===== config.mk =====
export PLATFORM = sky130hd
export DESIGN_NAME = tmr_timer_bank
export DESIGN_NICKNAME = d
export VERILOG_FILES = /design/src/hw/tmr_pkg.sv /design/src/hw/tmr_ch_if.sv /design/src/hw/tmr_timer_bank.sv /design/src/hw/tmr_channel.sv
export VERILOG_INCLUDE_DIRS = /design/src /design/src/hw
export SDC_FILE = /design/constraint.sdc
export NUM_CORES = 2
export LEC_CHECK = 0
export BUFFER_PORTS_ARGS = -buffer_cell sky130_fd_sc_hd__buf_2
export CAP_MARGIN = 30
export CORE_MARGIN = 2
export CORE_UTILIZATION = 55
export CTS_CLUSTER_DIAMETER = 40
export CTS_CLUSTER_SIZE = 16
export DETAILED_ROUTE_END_ITERATION = 7
export PLACE_DENSITY = 0.72
export SYNTH_ARGS = -nofsm -noshare
export SYNTH_HDL_FRONTEND = slang
export SYNTH_SLANG_ARGS = --single-unit

===== constraint.sdc =====
create_clock -name aclk -period 3.3 [get_ports aclk]
set_input_delay 0.165 -clock aclk [delete_from_list [all_inputs] [get_ports aclk]]
set_output_delay 0.165 -clock aclk [all_outputs]
set_load 0.05 [all_outputs]

===== src/hw/tmr_params.svh =====
`ifndef TMR_PARAMS_SVH
`define TMR_PARAMS_SVH

// Channel count and cross-channel routing
`define TMR_NUM_CH        10
`define TMR_SYNC_A_MASTER 0
`define TMR_SYNC_A_LAST   3
`define TMR_SYNC_B_MASTER 4
`define TMR_SYNC_B_LAST   7
`define TMR_TRIG_CH7      7
`define TMR_TRIG_CH7_LAST 1
`define TMR_TRIG_CH8      8
`define TMR_TRIG_CH8_LAST 4
`define TMR_TRIG_CH9      9
`define TMR_TRIG_CH9_LAST 6

// Address layout: one 64-byte window per channel
`define TMR_ADDR_W        12
`define TMR_TOP_ZERO      2'h0
`define TMR_REG_OFS_RUN   4'h0
`define TMR_REG_OFS_CR    4'h1
`define TMR_REG_OFS_MOD   4'h2
`define TMR_REG_OFS_ST    4'h3
`define TMR_REG_OFS_IM    4'h4
`define TMR_REG_OFS_UC    4'h5
`define TMR_REG_OFS_RG0   4'h6
`define TMR_REG_OFS_RG1   4'h7
`define TMR_REG_OFS_CP0   4'h8
`define TMR_REG_OFS_CP1   4'h9

// Field positions
`define TMR_RUN_PRESC     0
`define TMR_RUN_COUNT     1
`define TMR_MOD_CLR_EN    2
`define TMR_MOD_FF_T0     5
`define TMR_MOD_FF_T1     6
`define TMR_ST_MATCH0     0
`define TMR_ST_MATCH1     1
`define TMR_ST_OVF        2

// Reset values and counter constants
`define TMR_RST_RUN       2'h0
`define TMR_RST_MOD       7'h00
`define TMR_RST_IM        3'h0
`define TMR_RST_RG        16'h0000
`define TMR_UC_MAX        16'hFFFF
`define TMR_PSC_DIV4_LAST 2'h3
`define TMR_PSC_DIV16_LAST 4'hF

// Bus answers
`define TMR_RESP_OKAY     2'h0
`define TMR_RESP_SLVERR   2'h2

`endif


===== src/hw/tmr_pkg.sv =====
package tmr_pkg;

  typedef enum logic [1:0] {
    tmr_src_div1,
    tmr_src_div4,
    tmr_src_div16,
    tmr_src_ext
  } tmr_src_t;

  typedef enum logic [1:0] {
    tmr_cap_off,
    tmr_cap_trig,
    tmr_cap_ext,
    tmr_cap_rsvd
  } tmr_cap_t;

endpackage


===== src/hw/tmr_ch_if.sv =====
`timescale 1ns/10ps
interface tmr_ch_if;
  logic                presc_tick;
  logic                run_prescaler;
  logic                run_counter;
  tmr_pkg::tmr_src_t   clock_sel;
  logic                clear_en;
  tmr_pkg::tmr_cap_t   cap_mode;
  logic                ff_t0;
  logic                ff_t1;
  logic [15:0]         rg0;
  logic [15:0]         rg1;
  logic                trig_in;
  logic                ext_in;
  logic                st_clear;
  logic [15:0]         uc;
  logic [15:0]         cp0;
  logic [15:0]         cp1;
  logic [2:0]          status;
  logic                ff_out;

  modport top (
    output presc_tick, run_prescaler, run_counter, clock_sel, clear_en, cap_mode,
    output ff_t0, ff_t1, rg0, rg1, trig_in, ext_in, st_clear,
    input  uc, cp0, cp1, status, ff_out
  );

  modport chan (
    input  presc_tick, run_prescaler, run_counter, clock_sel, clear_en, cap_mode,
    input  ff_t0, ff_t1, rg0, rg1, trig_in, ext_in, st_clear,
    output uc, cp0, cp1, status, ff_out
  );
endinterface


===== src/hw/tmr_timer_bank.sv =====
`timescale 1ns/10ps
`include "tmr_params.svh"
// What this block does
// - Ten identical independent timer channels
// - Channels 7, 8, 9 flip-flops trigger captures
// - Channel 0 starts 0-3, channel 4 starts 4-7
// - Counter, compares, captures, comparators, output flip-flop
// - Status flags set even when masked
// - Only unmasked flags raise channel interrupt
// - Reading status clears its flags
// - Four-bit prescaler makes the tap clocks
// - Prescaler run: one starts, zero stops and clears
// - Up-counter is sixteen-bit binary
// - Two-bit select: three taps or external pin
// - Counter run one counts, zero stops and clears
// - Clear-on-match clears at compare one, else free-run
// - Counter overflow raises overflow event
// - Compare zero or one match raises timer event
// - Synced slave starts with its master
module tmr_timer_bank (
  input  wire logic                     aclk,
  input  wire logic                     aresetn,
  input  wire logic [`TMR_ADDR_W-1:0]   s_axi_awaddr,
  input  wire logic [2:0]               s_axi_awprot,
  input  wire logic                     s_axi_awvalid,
  output wire logic                     s_axi_awready,
  input  wire logic [31:0]              s_axi_wdata,
  input  wire logic [3:0]               s_axi_wstrb,
  input  wire logic                     s_axi_wvalid,
  output wire logic                     s_axi_wready,
  output wire logic [1:0]               s_axi_bresp,
  output wire logic                     s_axi_bvalid,
  input  wire logic                     s_axi_bready,
  input  wire logic [`TMR_ADDR_W-1:0]   s_axi_araddr,
  input  wire logic [2:0]               s_axi_arprot,
  input  wire logic                     s_axi_arvalid,
  output wire logic                     s_axi_arready,
  output wire logic [31:0]              s_axi_rdata,
  output wire logic [1:0]               s_axi_rresp,
  output wire logic                     s_axi_rvalid,
  input  wire logic                     s_axi_rready,
  input  wire logic                     prescaler_input_clock,
  input  wire logic [`TMR_NUM_CH-1:0]   external_count_input,
  output wire logic [`TMR_NUM_CH-1:0]   timer_interrupt,
  output wire logic [`TMR_NUM_CH-1:0]   timer_out
);

  //////////////////////////////////////////////////////////////////////////////
  // Software-visible control state
  logic [1:0]                run_reg    [`TMR_NUM_CH];
  logic [1:0]                run_next   [`TMR_NUM_CH];
  logic                      sync_reg   [`TMR_NUM_CH];
  logic                      sync_next  [`TMR_NUM_CH];
  logic [6:0]                mode_reg   [`TMR_NUM_CH];
  logic [6:0]                mode_next  [`TMR_NUM_CH];
  logic [2:0]                im_reg     [`TMR_NUM_CH];
  logic [2:0]                im_next    [`TMR_NUM_CH];
  logic [15:0]               rg0_reg    [`TMR_NUM_CH];
  logic [15:0]               rg0_next   [`TMR_NUM_CH];
  logic [15:0]               rg1_reg    [`TMR_NUM_CH];
  logic [15:0]               rg1_next   [`TMR_NUM_CH];
  logic [`TMR_NUM_CH-1:0]    irq_reg;
  logic [`TMR_NUM_CH-1:0]    irq_next;

  // Bus slave state
  logic                      aw_held_reg, aw_held_next;
  logic [`TMR_ADDR_W-1:0]    awaddr_reg,  awaddr_next;
  logic                      w_held_reg,  w_held_next;
  logic [31:0]               wdata_reg,   wdata_next;
  logic [3:0]                wstrb_reg,   wstrb_next;
  logic                      bvalid_reg,  bvalid_next;
  logic [1:0]                bresp_reg,   bresp_next;
  logic                      rvalid_reg,  rvalid_next;
  logic [31:0]               rdata_reg,   rdata_next;
  logic [1:0]                rresp_reg,   rresp_next;

  // Per-channel views
  logic [15:0]               uc_w       [`TMR_NUM_CH];
  logic [15:0]               cp0_w      [`TMR_NUM_CH];
  logic [15:0]               cp1_w      [`TMR_NUM_CH];
  logic [2:0]                st_w       [`TMR_NUM_CH];
  logic [`TMR_NUM_CH-1:0]    ff_w;
  logic [`TMR_NUM_CH-1:0]    st_clr;

  logic [3:0]                rd_ch;
  logic [3:0]                rd_idx;
  logic                      rd_ok;
  logic [31:0]               rd_word;
  logic [3:0]                wr_ch;
  logic [3:0]                wr_idx;
  logic                      wr_ok;
  logic [31:0]               wr_word;
  logic                      rd_take;

  //////////////////////////////////////////////////////////////////////////////
  function automatic logic [31:0] tmr_merge(input logic [31:0] old_v,
                                            input logic [31:0] new_v,
                                            input logic [3:0]  strb);
    logic [31:0] res;
    res = old_v;
    for (int b = 0; b < 4; b++) begin
      if (strb[b]) res[b*8 +: 8] = new_v[b*8 +: 8];
    end
    return res;
  endfunction

  // Any register slot past CP1, or a channel past the last, is unmapped
  function automatic logic tmr_addr_ok(input logic [`TMR_ADDR_W-1:0] a);
    return (a[11:10] == `TMR_TOP_ZERO) && (a[9:6] < 4'(`TMR_NUM_CH))
           && (a[5:2] <= `TMR_REG_OFS_CP1);
  endfunction

  //////////////////////////////////////////////////////////////////////////////
  // Read decode
  assign rd_take = s_axi_arvalid & ~rvalid_reg;
  assign rd_ch   = s_axi_araddr[9:6];
  assign rd_idx  = s_axi_araddr[5:2];
  assign rd_ok   = tmr_addr_ok(s_axi_araddr);

  always_comb begin
    rd_word = 32'h0000_0000;
    if (rd_ok) begin
      if (rd_idx == `TMR_REG_OFS_RUN) begin
        rd_word = {30'h0, run_reg[rd_ch]};
      end else if (rd_idx == `TMR_REG_OFS_CR) begin
        rd_word = {31'h0, sync_reg[rd_ch]};
      end else if (rd_idx == `TMR_REG_OFS_MOD) begin
        rd_word = {25'h0, mode_reg[rd_ch]};
      end else if (rd_idx == `TMR_REG_OFS_ST) begin
        rd_word = {29'h0, st_w[rd_ch]};
      end else if (rd_idx == `TMR_REG_OFS_IM) begin
        rd_word = {29'h0, im_reg[rd_ch]};
      end else if (rd_idx == `TMR_REG_OFS_UC) begin
        rd_word = {16'h0, uc_w[rd_ch]};
      end else if (rd_idx == `TMR_REG_OFS_RG0) begin
        rd_word = {16'h0, rg0_reg[rd_ch]};
      end else if (rd_idx == `TMR_REG_OFS_RG1) begin
        rd_word = {16'h0, rg1_reg[rd_ch]};
      end else if (rd_idx == `TMR_REG_OFS_CP0) begin
        rd_word = {16'h0, cp0_w[rd_ch]};
      end else begin
        rd_word = {16'h0, cp1_w[rd_ch]};
      end
    end
  end

  // Clear travels with the read that returns the flags
  always_comb begin
    for (int i = 0; i < `TMR_NUM_CH; i++) begin
      st_clr[i] = rd_take & rd_ok & (rd_idx == `TMR_REG_OFS_ST)
                  & (rd_ch == 4'(i));
    end
  end

  //////////////////////////////////////////////////////////////////////////////
  // Write decode
  assign wr_ch  = awaddr_reg[9:6];
  assign wr_idx = awaddr_reg[5:2];
  assign wr_ok  = tmr_addr_ok(awaddr_reg);

  always_comb begin
    wr_word = 32'h0000_0000;
    if (wr_ok) begin
      if (wr_idx == `TMR_REG_OFS_RUN) begin
        wr_word = {30'h0, run_reg[wr_ch]};
      end else if (wr_idx == `TMR_REG_OFS_CR) begin
        wr_word = {31'h0, sync_reg[wr_ch]};
      end else if (wr_idx == `TMR_REG_OFS_MOD) begin
        wr_word = {25'h0, mode_reg[wr_ch]};
      end else if (wr_idx == `TMR_REG_OFS_IM) begin
        wr_word = {29'h0, im_reg[wr_ch]};
      end else if (wr_idx == `TMR_REG_OFS_RG0) begin
        wr_word = {16'h0, rg0_reg[wr_ch]};
      end else if (wr_idx == `TMR_REG_OFS_RG1) begin
        wr_word = {16'h0, rg1_reg[wr_ch]};
      end
    end
    wr_word = tmr_merge(wr_word, wdata_reg, wstrb_reg);
  end

  //////////////////////////////////////////////////////////////////////////////
  always_comb begin
    aw_held_next = aw_held_reg;
    awaddr_next  = awaddr_reg;
    w_held_next  = w_held_reg;
    wdata_next   = wdata_reg;
    wstrb_next   = wstrb_reg;
    bvalid_next  = bvalid_reg;
    bresp_next   = bresp_reg;
    rvalid_next  = rvalid_reg;
    rdata_next   = rdata_reg;
    rresp_next   = rresp_reg;
    run_next     = run_reg;
    sync_next    = sync_reg;
    mode_next    = mode_reg;
    im_next      = im_reg;
    rg0_next     = rg0_reg;
    rg1_next     = rg1_reg;

    if (s_axi_awvalid && !aw_held_reg) begin
      aw_held_next = 1'b1;
      awaddr_next  = s_axi_awaddr;
    end
    if (s_axi_wvalid && !w_held_reg) begin
      w_held_next = 1'b1;
      wdata_next  = s_axi_wdata;
      wstrb_next  = s_axi_wstrb;
    end
    if (bvalid_reg && s_axi_bready) begin
      bvalid_next = 1'b0;
    end
    if (aw_held_reg && w_held_reg && !bvalid_reg) begin
      aw_held_next = 1'b0;
      w_held_next  = 1'b0;
      bvalid_next  = 1'b1;
      bresp_next   = wr_ok ? `TMR_RESP_OKAY : `TMR_RESP_SLVERR;
      if (wr_ok) begin
        if (wr_idx == `TMR_REG_OFS_RUN) begin
          run_next[wr_ch] = wr_word[1:0];
        end else if (wr_idx == `TMR_REG_OFS_CR) begin
          sync_next[wr_ch] = wr_word[0];
        end else if (wr_idx == `TMR_REG_OFS_MOD) begin
          mode_next[wr_ch] = wr_word[6:0];
        end else if (wr_idx == `TMR_REG_OFS_IM) begin
          im_next[wr_ch] = wr_word[2:0];
        end else if (wr_idx == `TMR_REG_OFS_RG0) begin
          rg0_next[wr_ch] = wr_word[15:0];
        end else if (wr_idx == `TMR_REG_OFS_RG1) begin
          rg1_next[wr_ch] = wr_word[15:0];
        end
      end
    end

    if (rvalid_reg && s_axi_rready) begin
      rvalid_next = 1'b0;
    end
    if (rd_take) begin
      rvalid_next = 1'b1;
      rdata_next  = rd_word;
      rresp_next  = rd_ok ? `TMR_RESP_OKAY : `TMR_RESP_SLVERR;
    end

    for (int i = 0; i < `TMR_NUM_CH; i++) begin
      irq_next[i] = |(st_w[i] & ~im_reg[i]);
    end
  end

  //////////////////////////////////////////////////////////////////////////////
  always_ff @(posedge aclk) begin
    if (!aresetn) begin
      aw_held_reg <= 1'b0;
      awaddr_reg  <= '0;
      w_held_reg  <= 1'b0;
      wdata_reg   <= 32'h0000_0000;
      wstrb_reg   <= 4'h0;
      bvalid_reg  <= 1'b0;
      bresp_reg   <= `TMR_RESP_OKAY;
      rvalid_reg  <= 1'b0;
      rdata_reg   <= 32'h0000_0000;
      rresp_reg   <= `TMR_RESP_OKAY;
      irq_reg     <= '0;
      for (int i = 0; i < `TMR_NUM_CH; i++) begin
        run_reg[i]  <= `TMR_RST_RUN;
        sync_reg[i] <= 1'b0;
        mode_reg[i] <= `TMR_RST_MOD;
        im_reg[i]   <= `TMR_RST_IM;
        rg0_reg[i]  <= `TMR_RST_RG;
        rg1_reg[i]  <= `TMR_RST_RG;
      end
    end else begin
      aw_held_reg <= aw_held_next;
      awaddr_reg  <= awaddr_next;
      w_held_reg  <= w_held_next;
      wdata_reg   <= wdata_next;
      wstrb_reg   <= wstrb_next;
      bvalid_reg  <= bvalid_next;
      bresp_reg   <= bresp_next;
      rvalid_reg  <= rvalid_next;
      rdata_reg   <= rdata_next;
      rresp_reg   <= rresp_next;
      irq_reg     <= irq_next;
      run_reg     <= run_next;
      sync_reg    <= sync_next;
      mode_reg    <= mode_next;
      im_reg      <= im_next;
      rg0_reg     <= rg0_next;
      rg1_reg     <= rg1_next;
    end
  end

  assign s_axi_awready   = ~aw_held_reg;
  assign s_axi_wready    = ~w_held_reg;
  assign s_axi_bvalid    = bvalid_reg;
  assign s_axi_bresp     = bresp_reg;
  assign s_axi_arready   = ~rvalid_reg;
  assign s_axi_rvalid    = rvalid_reg;
  assign s_axi_rdata     = rdata_reg;
  assign s_axi_rresp     = rresp_reg;
  assign timer_interrupt = irq_reg;
  assign timer_out       = ff_w;

  //////////////////////////////////////////////////////////////////////////////
  // Channels; a master ignores its own sync bit
  genvar gi;
  generate
    for (gi = 0; gi < `TMR_NUM_CH; gi++) begin : g_ch
      localparam int MASTER = (gi <= `TMR_SYNC_A_LAST) ? `TMR_SYNC_A_MASTER :
                              (gi <= `TMR_SYNC_B_LAST) ? `TMR_SYNC_B_MASTER : gi;
      localparam int TRIG   = (gi <= `TMR_TRIG_CH7_LAST) ? `TMR_TRIG_CH7 :
                              (gi <= `TMR_TRIG_CH8_LAST) ? `TMR_TRIG_CH8 :
                              (gi <= `TMR_TRIG_CH9_LAST) ? `TMR_TRIG_CH9 : -1;
      tmr_ch_if chif ();

      if (MASTER != gi) begin : g_slave
        assign chif.run_prescaler = run_reg[gi][`TMR_RUN_PRESC] |
               (sync_reg[gi] & run_reg[MASTER][`TMR_RUN_PRESC]);
        assign chif.run_counter   = run_reg[gi][`TMR_RUN_COUNT] |
               (sync_reg[gi] & run_reg[MASTER][`TMR_RUN_COUNT]);
      end else begin : g_master
        assign chif.run_prescaler = run_reg[gi][`TMR_RUN_PRESC];
        assign chif.run_counter   = run_reg[gi][`TMR_RUN_COUNT];
      end

      if (TRIG >= 0) begin : g_trig
        assign chif.trig_in = ff_w[TRIG];
      end else begin : g_notrig
        assign chif.trig_in = 1'b0;
      end

      assign chif.presc_tick = prescaler_input_clock;
      assign chif.clock_sel  = tmr_pkg::tmr_src_t'(mode_reg[gi][1:0]);
      assign chif.clear_en   = mode_reg[gi][`TMR_MOD_CLR_EN];
      assign chif.cap_mode   = tmr_pkg::tmr_cap_t'(mode_reg[gi][4:3]);
      assign chif.ff_t0      = mode_reg[gi][`TMR_MOD_FF_T0];
      assign chif.ff_t1      = mode_reg[gi][`TMR_MOD_FF_T1];
      assign chif.rg0        = rg0_reg[gi];
      assign chif.rg1        = rg1_reg[gi];
      assign chif.ext_in     = external_count_input[gi];
      assign chif.st_clear   = st_clr[gi];
      assign uc_w[gi]        = chif.uc;
      assign cp0_w[gi]       = chif.cp0;
      assign cp1_w[gi]       = chif.cp1;
      assign st_w[gi]        = chif.status;
      assign ff_w[gi]        = chif.ff_out;

      tmr_channel u_ch (
        .aclk    (aclk),
        .aresetn (aresetn),
        .ch      (chif.chan)
      );
    end
  endgenerate

endmodule // tmr_timer_bank


===== src/hw/tmr_channel.sv =====
`timescale 1ns/10ps
`include "tmr_params.svh"
module tmr_channel (
  input wire logic aclk,
  input wire logic aresetn,
  tmr_ch_if.chan   ch
);

  logic [3:0]  psc_reg,       psc_next;
  logic [15:0] uc_reg,        uc_next;
  logic [15:0] cp0_reg,       cp0_next;
  logic [15:0] cp1_reg,       cp1_next;
  logic [2:0]  st_reg,        st_next;
  logic        ff_reg,        ff_next;
  logic        ext_meta_reg,  ext_meta_next;
  logic        ext_sync_reg,  ext_sync_next;
  logic        ext_prev_reg,  ext_prev_next;
  logic        trig_prev_reg, trig_prev_next;
  logic        tap1;
  logic        tap4;
  logic        tap16;
  logic        ext_rise;
  logic        ext_fall;
  logic        src_tick;
  logic        hit0;
  logic        hit1;
  logic        wrap;
  logic        clr_hit;

  //////////////////////////////////////////////////////////////////////////////
  always_comb begin
    ext_meta_next  = ch.ext_in;
    ext_sync_next  = ext_meta_reg;
    ext_prev_next  = ext_sync_reg;
    trig_prev_next = ch.trig_in;
    ext_rise       = ext_sync_reg & ~ext_prev_reg;
    ext_fall       = ~ext_sync_reg & ext_prev_reg;

    // Taps derive from one 4-bit count so all three stay phase aligned
    tap1  = ch.run_prescaler & ch.presc_tick;
    tap4  = tap1 & (psc_reg[1:0] == `TMR_PSC_DIV4_LAST);
    tap16 = tap1 & (psc_reg == `TMR_PSC_DIV16_LAST);
    if (!ch.run_prescaler) begin
      psc_next = 4'h0;
    end else if (ch.presc_tick) begin
      psc_next = psc_reg + 4'h1;
    end else begin
      psc_next = psc_reg;
    end

    case (ch.clock_sel)
      tmr_pkg::tmr_src_div1:  src_tick = tap1;
      tmr_pkg::tmr_src_div4:  src_tick = tap4;
      tmr_pkg::tmr_src_div16: src_tick = tap16;
      default:                src_tick = ext_rise;
    endcase

    hit0    = ch.run_counter & src_tick & (uc_reg == ch.rg0);
    hit1    = ch.run_counter & src_tick & (uc_reg == ch.rg1);
    clr_hit = hit1 & ch.clear_en;
    wrap    = ch.run_counter & src_tick & (uc_reg == `TMR_UC_MAX) & ~clr_hit;

    if (!ch.run_counter) begin
      uc_next = 16'h0000;
    end else if (clr_hit) begin
      uc_next = 16'h0000;
    end else if (src_tick) begin
      uc_next = uc_reg + 16'h0001;
    end else begin
      uc_next = uc_reg;
    end

    cp0_next = cp0_reg;
    cp1_next = cp1_reg;
    case (ch.cap_mode)
      tmr_pkg::tmr_cap_trig: begin
        if (ch.trig_in && !trig_prev_reg) cp0_next = uc_reg;
        if (!ch.trig_in && trig_prev_reg) cp1_next = uc_reg;
      end
      tmr_pkg::tmr_cap_ext: begin
        if (ext_rise) cp0_next = uc_reg;
        if (ext_fall) cp1_next = uc_reg;
      end
      default: begin
        cp0_next = cp0_reg;
      end
    endcase

    ff_next = ff_reg ^ (hit0 & ch.ff_t0) ^ (hit1 & ch.ff_t1);

    // An event in the same cycle as the clearing read survives
    st_next = (st_reg & ~{3{ch.st_clear}}) | {wrap, hit1, hit0};
  end

  //////////////////////////////////////////////////////////////////////////////
  always_ff @(posedge aclk) begin
    if (!aresetn) begin
      psc_reg       <= 4'h0;
      uc_reg        <= 16'h0000;
      cp0_reg       <= 16'h0000;
      cp1_reg       <= 16'h0000;
      st_reg        <= 3'h0;
      ff_reg        <= 1'b0;
      ext_meta_reg  <= 1'b0;
      ext_sync_reg  <= 1'b0;
      ext_prev_reg  <= 1'b0;
      trig_prev_reg <= 1'b0;
    end else begin
      psc_reg       <= psc_next;
      uc_reg        <= uc_next;
      cp0_reg       <= cp0_next;
      cp1_reg       <= cp1_next;
      st_reg        <= st_next;
      ff_reg        <= ff_next;
      ext_meta_reg  <= ext_meta_next;
      ext_sync_reg  <= ext_sync_next;
      ext_prev_reg  <= ext_prev_next;
      trig_prev_reg <= trig_prev_next;
    end
  end

  assign ch.uc     = uc_reg;
  assign ch.cp0    = cp0_reg;
  assign ch.cp1    = cp1_reg;
  assign ch.status = st_reg;
  assign ch.ff_out = ff_reg;

endmodule // tmr_channel


* Word-level counts from Yosys, hierarchy flattened
Cells that the tools add are included.
** Storage, ports and cells
- Output and inout port bits :: 61
- Word-level logic and storage cells :: 864
- Bits in registers :: 1123
** Operators by class
- $lt $le $gt $ge :: 7
- Equality and inequality tests :: 137
- Mux-type cells :: 141
- $add $sub $neg :: 20
- Reduce and logical (&&, ||, !) cells :: 107
- Bitwise operators :: 288
** Operators by type and width (number)
- 16-bit 2-to-1 mux :: 60
- 16-bit binary-select mux with 4-bit select :: 7
- 16-bit one-hot mux with 2 select lines :: 14
- 160-bit bitwise mux :: 2
- 16-bit == test :: 20
- 16-bit by 1-bit adder with 16-bit output, second input constant :: 10
- 16-bit == test, second input constant :: 10
- 1-bit AND :: 155
- 70-bit bitwise mux :: 1
- 16-bit demux with 4-bit select :: 1
- 3-bit AND :: 20
- 2-bit == test, second input constant :: 30
- 3-bit NOT :: 20
- 3-bit OR reduction :: 20
- 7-bit binary-select mux with 4-bit select :: 2
- 4-bit == test, second input constant :: 13
- 1-bit NOT :: 49
- 3-bit AND reduction :: 15
- 4-bit by 3-bit == test with 1-bit output, second input constant :: 11
- 4-bit by 1-bit adder with 4-bit output, second input constant :: 10
- 2-bit by 1-bit != test with 1-bit output, second input constant :: 20
- 3-bit binary-select mux with 4-bit select :: 3
- 7-bit 2-to-1 mux :: 5
- 2-bit by 1-bit == test with 1-bit output, second input constant :: 17
- other kinds (37) :: 185

* Depth between registers and ports, before layout
- Word-level depth :: 14
- Mapped depth :: 12
- Mapped depth without buffers :: 8

* Modules after synthesis
Synthesis repeated with hierarchy kept, for this count alone.
** Unflattened totals
- Cells, all modules :: 6283
- Area total of the unflattened synthesis :: 60894.7 um^2
** By module, submodules not included
- tmr_timer_bank :: area each 30611.9 um^2, cells an instance 3193, times used 1, seq. area each 10209.8 um^2
- tmr_channel (g_ch[0].u_ch ...) :: area each 3027.9 um^2, cells an instance 309, times used 9, seq. area each 1201.2 um^2
- tmr_channel (g_ch[9].u_ch) :: area each 3031.7 um^2, cells an instance 309, times used 1, seq. area each 1201.2 um^2

* Worst setup path after synthesis
Ideal clock, no wire load.
- Path kind :: register to register
- From :: register mode_reg, in the netlist g_ch[8].chif.clock_sel[0]
- To :: register g_ch[8].u_ch.uc_reg[10]
- Slack :: 0.790 ns
- Library setup time :: 0.117 ns
- Cell stages (with the launch flop) :: 11
- Data arrival time :: 2.393 ns
- Cells stage by stage :: dfxtp_1 inv_1 ha_1 a21bo_2 a31oi_1 o31ai_1 clkbuf_1 or3b_2 o211ai_2 buf_2 nor2_1
** On the way
- Word-level cells in the longest chain between the ends :: 6
- Elaborated cells between the ends (all ways) :: 8
- Those cells by class :: eq/ne: 2; mux: 1; bitwise: 3; reduce/logical: 2
** RTL lines
- start, declared :: RTL line tmr_timer_bank.sv:54 : logic [6:0] mode_reg [`TMR_NUM_CH];
- start signal, assigned by index :: RTL line tmr_timer_bank.sv:265 : mode_reg[i] <= `TMR_RST_MOD;
- start signal, assigned :: RTL line tmr_timer_bank.sv:284 : mode_reg <= mode_next;
- 2-bit == test, or another cell as far along :: RTL line tmr_channel.sv:51 : case (ch.clock_sel)
- 1-bit one-hot mux with 3 select lines (*) :: RTL line tmr_channel.sv:51
- 1-bit AND (2 in a row) :: RTL line tmr_channel.sv:59 : hit1 = ch.run_counter & src_tick & (uc_reg == ch.rg1);
- 1-bit AND :: RTL line tmr_channel.sv:60 : clr_hit = hit1 & ch.clear_en;
- 3-bit OR reduction (no source line)
- end signal, assigned :: RTL line tmr_channel.sv:110 : uc_reg <= uc_next;
- end, declared :: RTL line tmr_channel.sv:10 : logic [15:0] uc_reg, uc_next;
Every way passes the cells marked *; elsewhere a longest branch is shown, timed or not.
A chain may end at the register's enable or synchronous reset.

* Worst setup path after layout
- From :: register awaddr_reg[6]
- To :: register im_reg[14] in the netlist's numbering
** On the way
- Word-level cells in the longest chain between the ends :: 13
- Elaborated cells between the ends (all ways) :: 31
- Those cells by class :: order compare: 3; mux: 23; bitwise: 1; reduce/logical: 4
** RTL lines
- start, declared :: RTL line tmr_timer_bank.sv:67 : logic [`TMR_ADDR_W-1:0] awaddr_reg, awaddr_next;
- start signal, assigned :: RTL line tmr_timer_bank.sv:272 : awaddr_reg <= awaddr_next;
- 4-bit NOT with 5-bit output (not written as such)
- 16-bit binary-select mux with 4-bit select :: RTL line tmr_timer_bank.sv:175 : wr_word = {16'h0, rg1_reg[wr_ch]};
- 16-bit 2-to-1 mux (not written as such) (2 in a row) :: RTL line tmr_timer_bank.sv:175
- 16-bit 2-to-1 mux :: RTL line tmr_timer_bank.sv:174 : end else if (wr_idx == `TMR_REG_OFS_RG1) begin
- 16-bit 2-to-1 mux :: RTL line tmr_timer_bank.sv:172 : end else if (wr_idx == `TMR_REG_OFS_RG0) begin
- 16-bit 2-to-1 mux :: RTL line tmr_timer_bank.sv:170 : end else if (wr_idx == `TMR_REG_OFS_IM) begin
- 16-bit 2-to-1 mux :: RTL line tmr_timer_bank.sv:168 : end else if (wr_idx == `TMR_REG_OFS_MOD) begin
- 16-bit 2-to-1 mux :: RTL line tmr_timer_bank.sv:166 : end else if (wr_idx == `TMR_REG_OFS_CR) begin
- 16-bit 2-to-1 mux :: RTL line tmr_timer_bank.sv:164 : if (wr_idx == `TMR_REG_OFS_RUN) begin
- 16-bit 2-to-1 mux :: RTL line tmr_timer_bank.sv:163 : if (wr_ok) begin
- 8-bit 2-to-1 mux :: RTL line tmr_timer_bank.sv:102 : if (strb[b]) res[b*8 +: 8] = new_v[b*8 +: 8];
- 30-bit bitwise mux :: RTL line tmr_timer_bank.sv:225 : im_next[wr_ch] = wr_word[2:0];
- end signal, assigned by index :: RTL line tmr_timer_bank.sv:266 : im_reg[i] <= `TMR_RST_IM;
- end signal, assigned :: RTL line tmr_timer_bank.sv:285 : im_reg <= im_next;
- end, declared :: RTL line tmr_timer_bank.sv:56 : logic [2:0] im_reg [`TMR_NUM_CH];
Parallel ways exist; a longest one is shown, timed or not. The select of a mux whose other input is x is not followed.

==> results.json <==
{
  "post-place-ws_ps": 255.1,
  "required_ps": 3930,
  "wl_per_cell_microns": 32.18,
  "crit_buf_inv": 2,
  "antenna_found_initial": 15,
  "status": "finished with violations",
  "hpwl_microns": 192400,
  "die_w_microns": 328.4,
  "holdWs_ps": 48.94,
  "yosysMostFrequentCell": "dfxtp_1",
  "slew_headroom_pct": 30.17,
  "violations": "negative setup slack",
  "vias": 55720,
  "cp.arrival_ps": 3940,
  "highest_layer": "met5",
  "die_y_microns": 328.4,
  "hold_violations": 0,
  "synthesis.area_sq_um": 57880,
  "fin_skew_ps": 32.73,
  "grt_pass1_vias": 50460,
  "gp_congestion": 1.117,
  "cts_sinks": 1103,
  "setup_violations": 1,
  "tns_ps": -16.00,
  "yosysUniqueCellTypes": 89,
  "yosysTopAreaCell": "dfxtp_1",
  "p_int_uw": 24710,
  "start_util_pct": 55.22,
  "switchingPower_uw": 8542,
  "pin_count": 145,
  "worstPathMaxFanout": 36,
  "die-area_sq_um": 107900,
  "fmax_ghz": 0.3016,
  "maxSlewViolCount": 0,
  "ctsRootBufferMaster": "clkbuf_16",
  "nets": 6692,
  "drive_gt1_share_pct": 17.48,
  "track_usage_pct": 46.94,
  "syn_inst": 6483,
  "final_area_sq_um": 67440,
  "synth.avg_cell_area_sq_um": 8.928,
  "synth_edf_count": 0,
  "area_growth_pct": 16.51,
  "yosys_warnings": 0,
  "grt_pass1_wl_microns": 364500,
  "async_flop_share_pct": 0,
  "ys_seq_elements": 1103,
  "crit_type": "reg2reg",
  "coreArea_sq_um": 104800,
  "drcViolationCount": 0,
  "post_dp_cell_area_sq_um": 61090,
  "period_needed_ps": 3316,
  "clk_latency_ps": 790,
  "n_fill_cell": 8695,
  "critical_path.slowest_cell": "mux4_2",
  "cp-end-kind": "flop",
  "synth.area.top_cells": "dfxtp_1 38%, mux4_2 9.8%, a21oi_1 5.1%",
  "utilization_pct": 64.34,
  "power_switching_share_pct": 25.68,
  "p_leak_uw": 0.02477,
  "clkTransAtPathRegs_ps": 60,
  "io_buffer_count": 98,
  "drv_cap": 0,
  "routed-wl-met2_microns": 107800,
  "grt_max_degree": 129,
  "cts_tree": "yes",
  "fin_crit_sh_pct": 100.5,
  "yosys.area.top_type_share_pct": 38.15,
  "finalWirelength_microns": 259800,
  "rows": 119,
  "ys.flop_type": "dfxtp_1",
  "drt-met1-wl_microns": 93360,
  "crit_chain": "buf_4 -> mux4_2 -> mux2i_1 -> o22ai_1 -> nor4_1 -> o21a_1 -> buf_12 -> o21ai_0",
  "vias_per_cell": 6.901,
  "fin_ws_ps": -16.00,
  "ant_nets": 0,
  "cts-buffers-inserted": 158,
  "dr_wl_met3_microns": 37890,
  "yosysSeqAreaShare_pct": 38.15,
  "yosys-top-cells-count": "1103 x dfxtp_1, 677 x nand2_1, 591 x a21oi_1",
  "power_frac_comb_pct": 5.6,
  "grt.overflow.total": 0,
  "clock_path_buffers": 3,
  "htree_levels": 4,
  "cpPeakStageDelay_ps": 610,
  "worstMarginPinSlew_ps": 1047,
  "cp_top_family": "multiplexers",
  "pwr-share-seq_pct": 40.4,
  "crit_path_start_kind": "flop",
  "p_clk_share_pct": 54.0,
  "worst_hold_path_type": "in2reg",
  "p_per_area_nw_per_um2": 493.1,
  "drtPass1Iterations": 7,
  "drtIter0Drc": 9287,
  "grt_setup_unrepaired": "no",
  "ir_worst_vdd_uv": 592.9
}
[logic make-up (layout without fill, tap and decap cells)]
kind of cell	Yosys count	count (layout)	synth area share, %
DFF	1103	1103	38.15
and+or+nand+nor	1883	1883	15.55
other	1	26	0.006479
adders and majority gates	64	64	1.383
xor gates and xnor gates	496	496	7.579
buffers and inverters	793	968	5.994
AOI/OAI and AO/OA	1612	1612	16.59
muxes	531	531	14.75
[stage by stage]
step / power, uW / cells
floorplan: 14770 / 6500
global placement: 15420 / 7700
detailed placement: 15430 / 7701
CTS: 33130 / 8066
global route: 33840 / 8066
finish: 33260 / 8074
[placed cells by master, fill, tap and decap left out, types with 70 or more instances in the layout]
master | synthesis | final
buf_2 | 141 | 95
dfxtp_1 | 1103 | 1100
mux4_2 | 253 | 253
nand2_1 | 677 | 676
nor2_1 | 446 | 442
xnor2_1 | 243 | 243
a31oi_1 | 130 | 130
inv_1 | 101 | 101
a221oi_1 | 107 | 100
xor2_1 | 250 | 250
nor4_1 | 83 | 73
buf_4 | 44 | 353
and3_1 | 70 | 70
dlygate4sd3_1 | 0 | 74
o21ai_0 | 481 | 478
mux2i_1 | 243 | 243
clkbuf_16 | 0 | 163
nand3_1 | 132 | 132
nand4_1 | 169 | 169
a21oi_1 | 591 | 579
[power by group through the flow]
stage	Combinational (uW)	Clock (uW)	Sequential [uW]
6_report	1880	17900	13400
4_1_cts	1790	17900	13400
3_5_place_dp	1720	0	13700
3_3_place_gp	1700	0	13700
5_1_grt	1910	18500	13400
2_1_floorplan	1090	0	13700
[cell type report]
class                   instances  area, sq um  area share (%)
well taps                    1391         1740           2.581
diodes                          8        20.02         0.02969
clock buffers                 183         4274           6.338
clock inverters               108         1309           1.941
multi-input cells            4604        32740           48.54
repair buffers                573         4871           7.223
inverters                     104        397.9          0.5900
flip-flops and latches       1103        22090           32.76
[layer usage]
| layer | GRT usage (%) | up-vias |
|---|---|---|
| li1 | - | 23500 |
| met1 | 58.69 | 26990 |
| met2 | 68.05 | 4279 |
| met3 | 17.64 | 929 |
| met4 | 29.49 | 18 |
| met5 | 1.154 | - |
[worst register-to-register path: stages (launching register included)]
cell     delay (ps)
dfxtp_4         580
buf_4           320
mux4_2          610
mux2i_1         390
o22ai_1         150
nor4_1          400
o21a_1          260
buf_12          240
o21ai_0         210
[worst paths after layout]
kind / cells past startpoint / end / slack, ps / from
hold / removal: 4 / s_axi_rdata[0]$_SDFFE_PN0P_ / 50 / s_axi_araddr[9]
hold reg to reg: 1 / g_ch[7].u_ch.ext_prev_next$_SDFF_PN0_ / 430 / g_ch[7].u_ch.ext_meta_reg$_SDFF_PN0_
setup / recovery: 8 / im_reg[14]$_SDFFE_PN0P_ / -20 / awaddr_reg[6]$_SDFFE_PN0P_
setup reg to reg: 8 / im_reg[14]$_SDFFE_PN0P_ / -20 / awaddr_reg[6]$_SDFFE_PN0P_
[what timing repair did]
item                                    in CTS  in global routing
gates resized for setup                      0                  0
hold buffers                                74                  0
endpoints found under the setup margin       0                  0
hold endpoints to repair                   106                  0
buffers inserted                             0                  0
(Power assumes the default switching activity.)
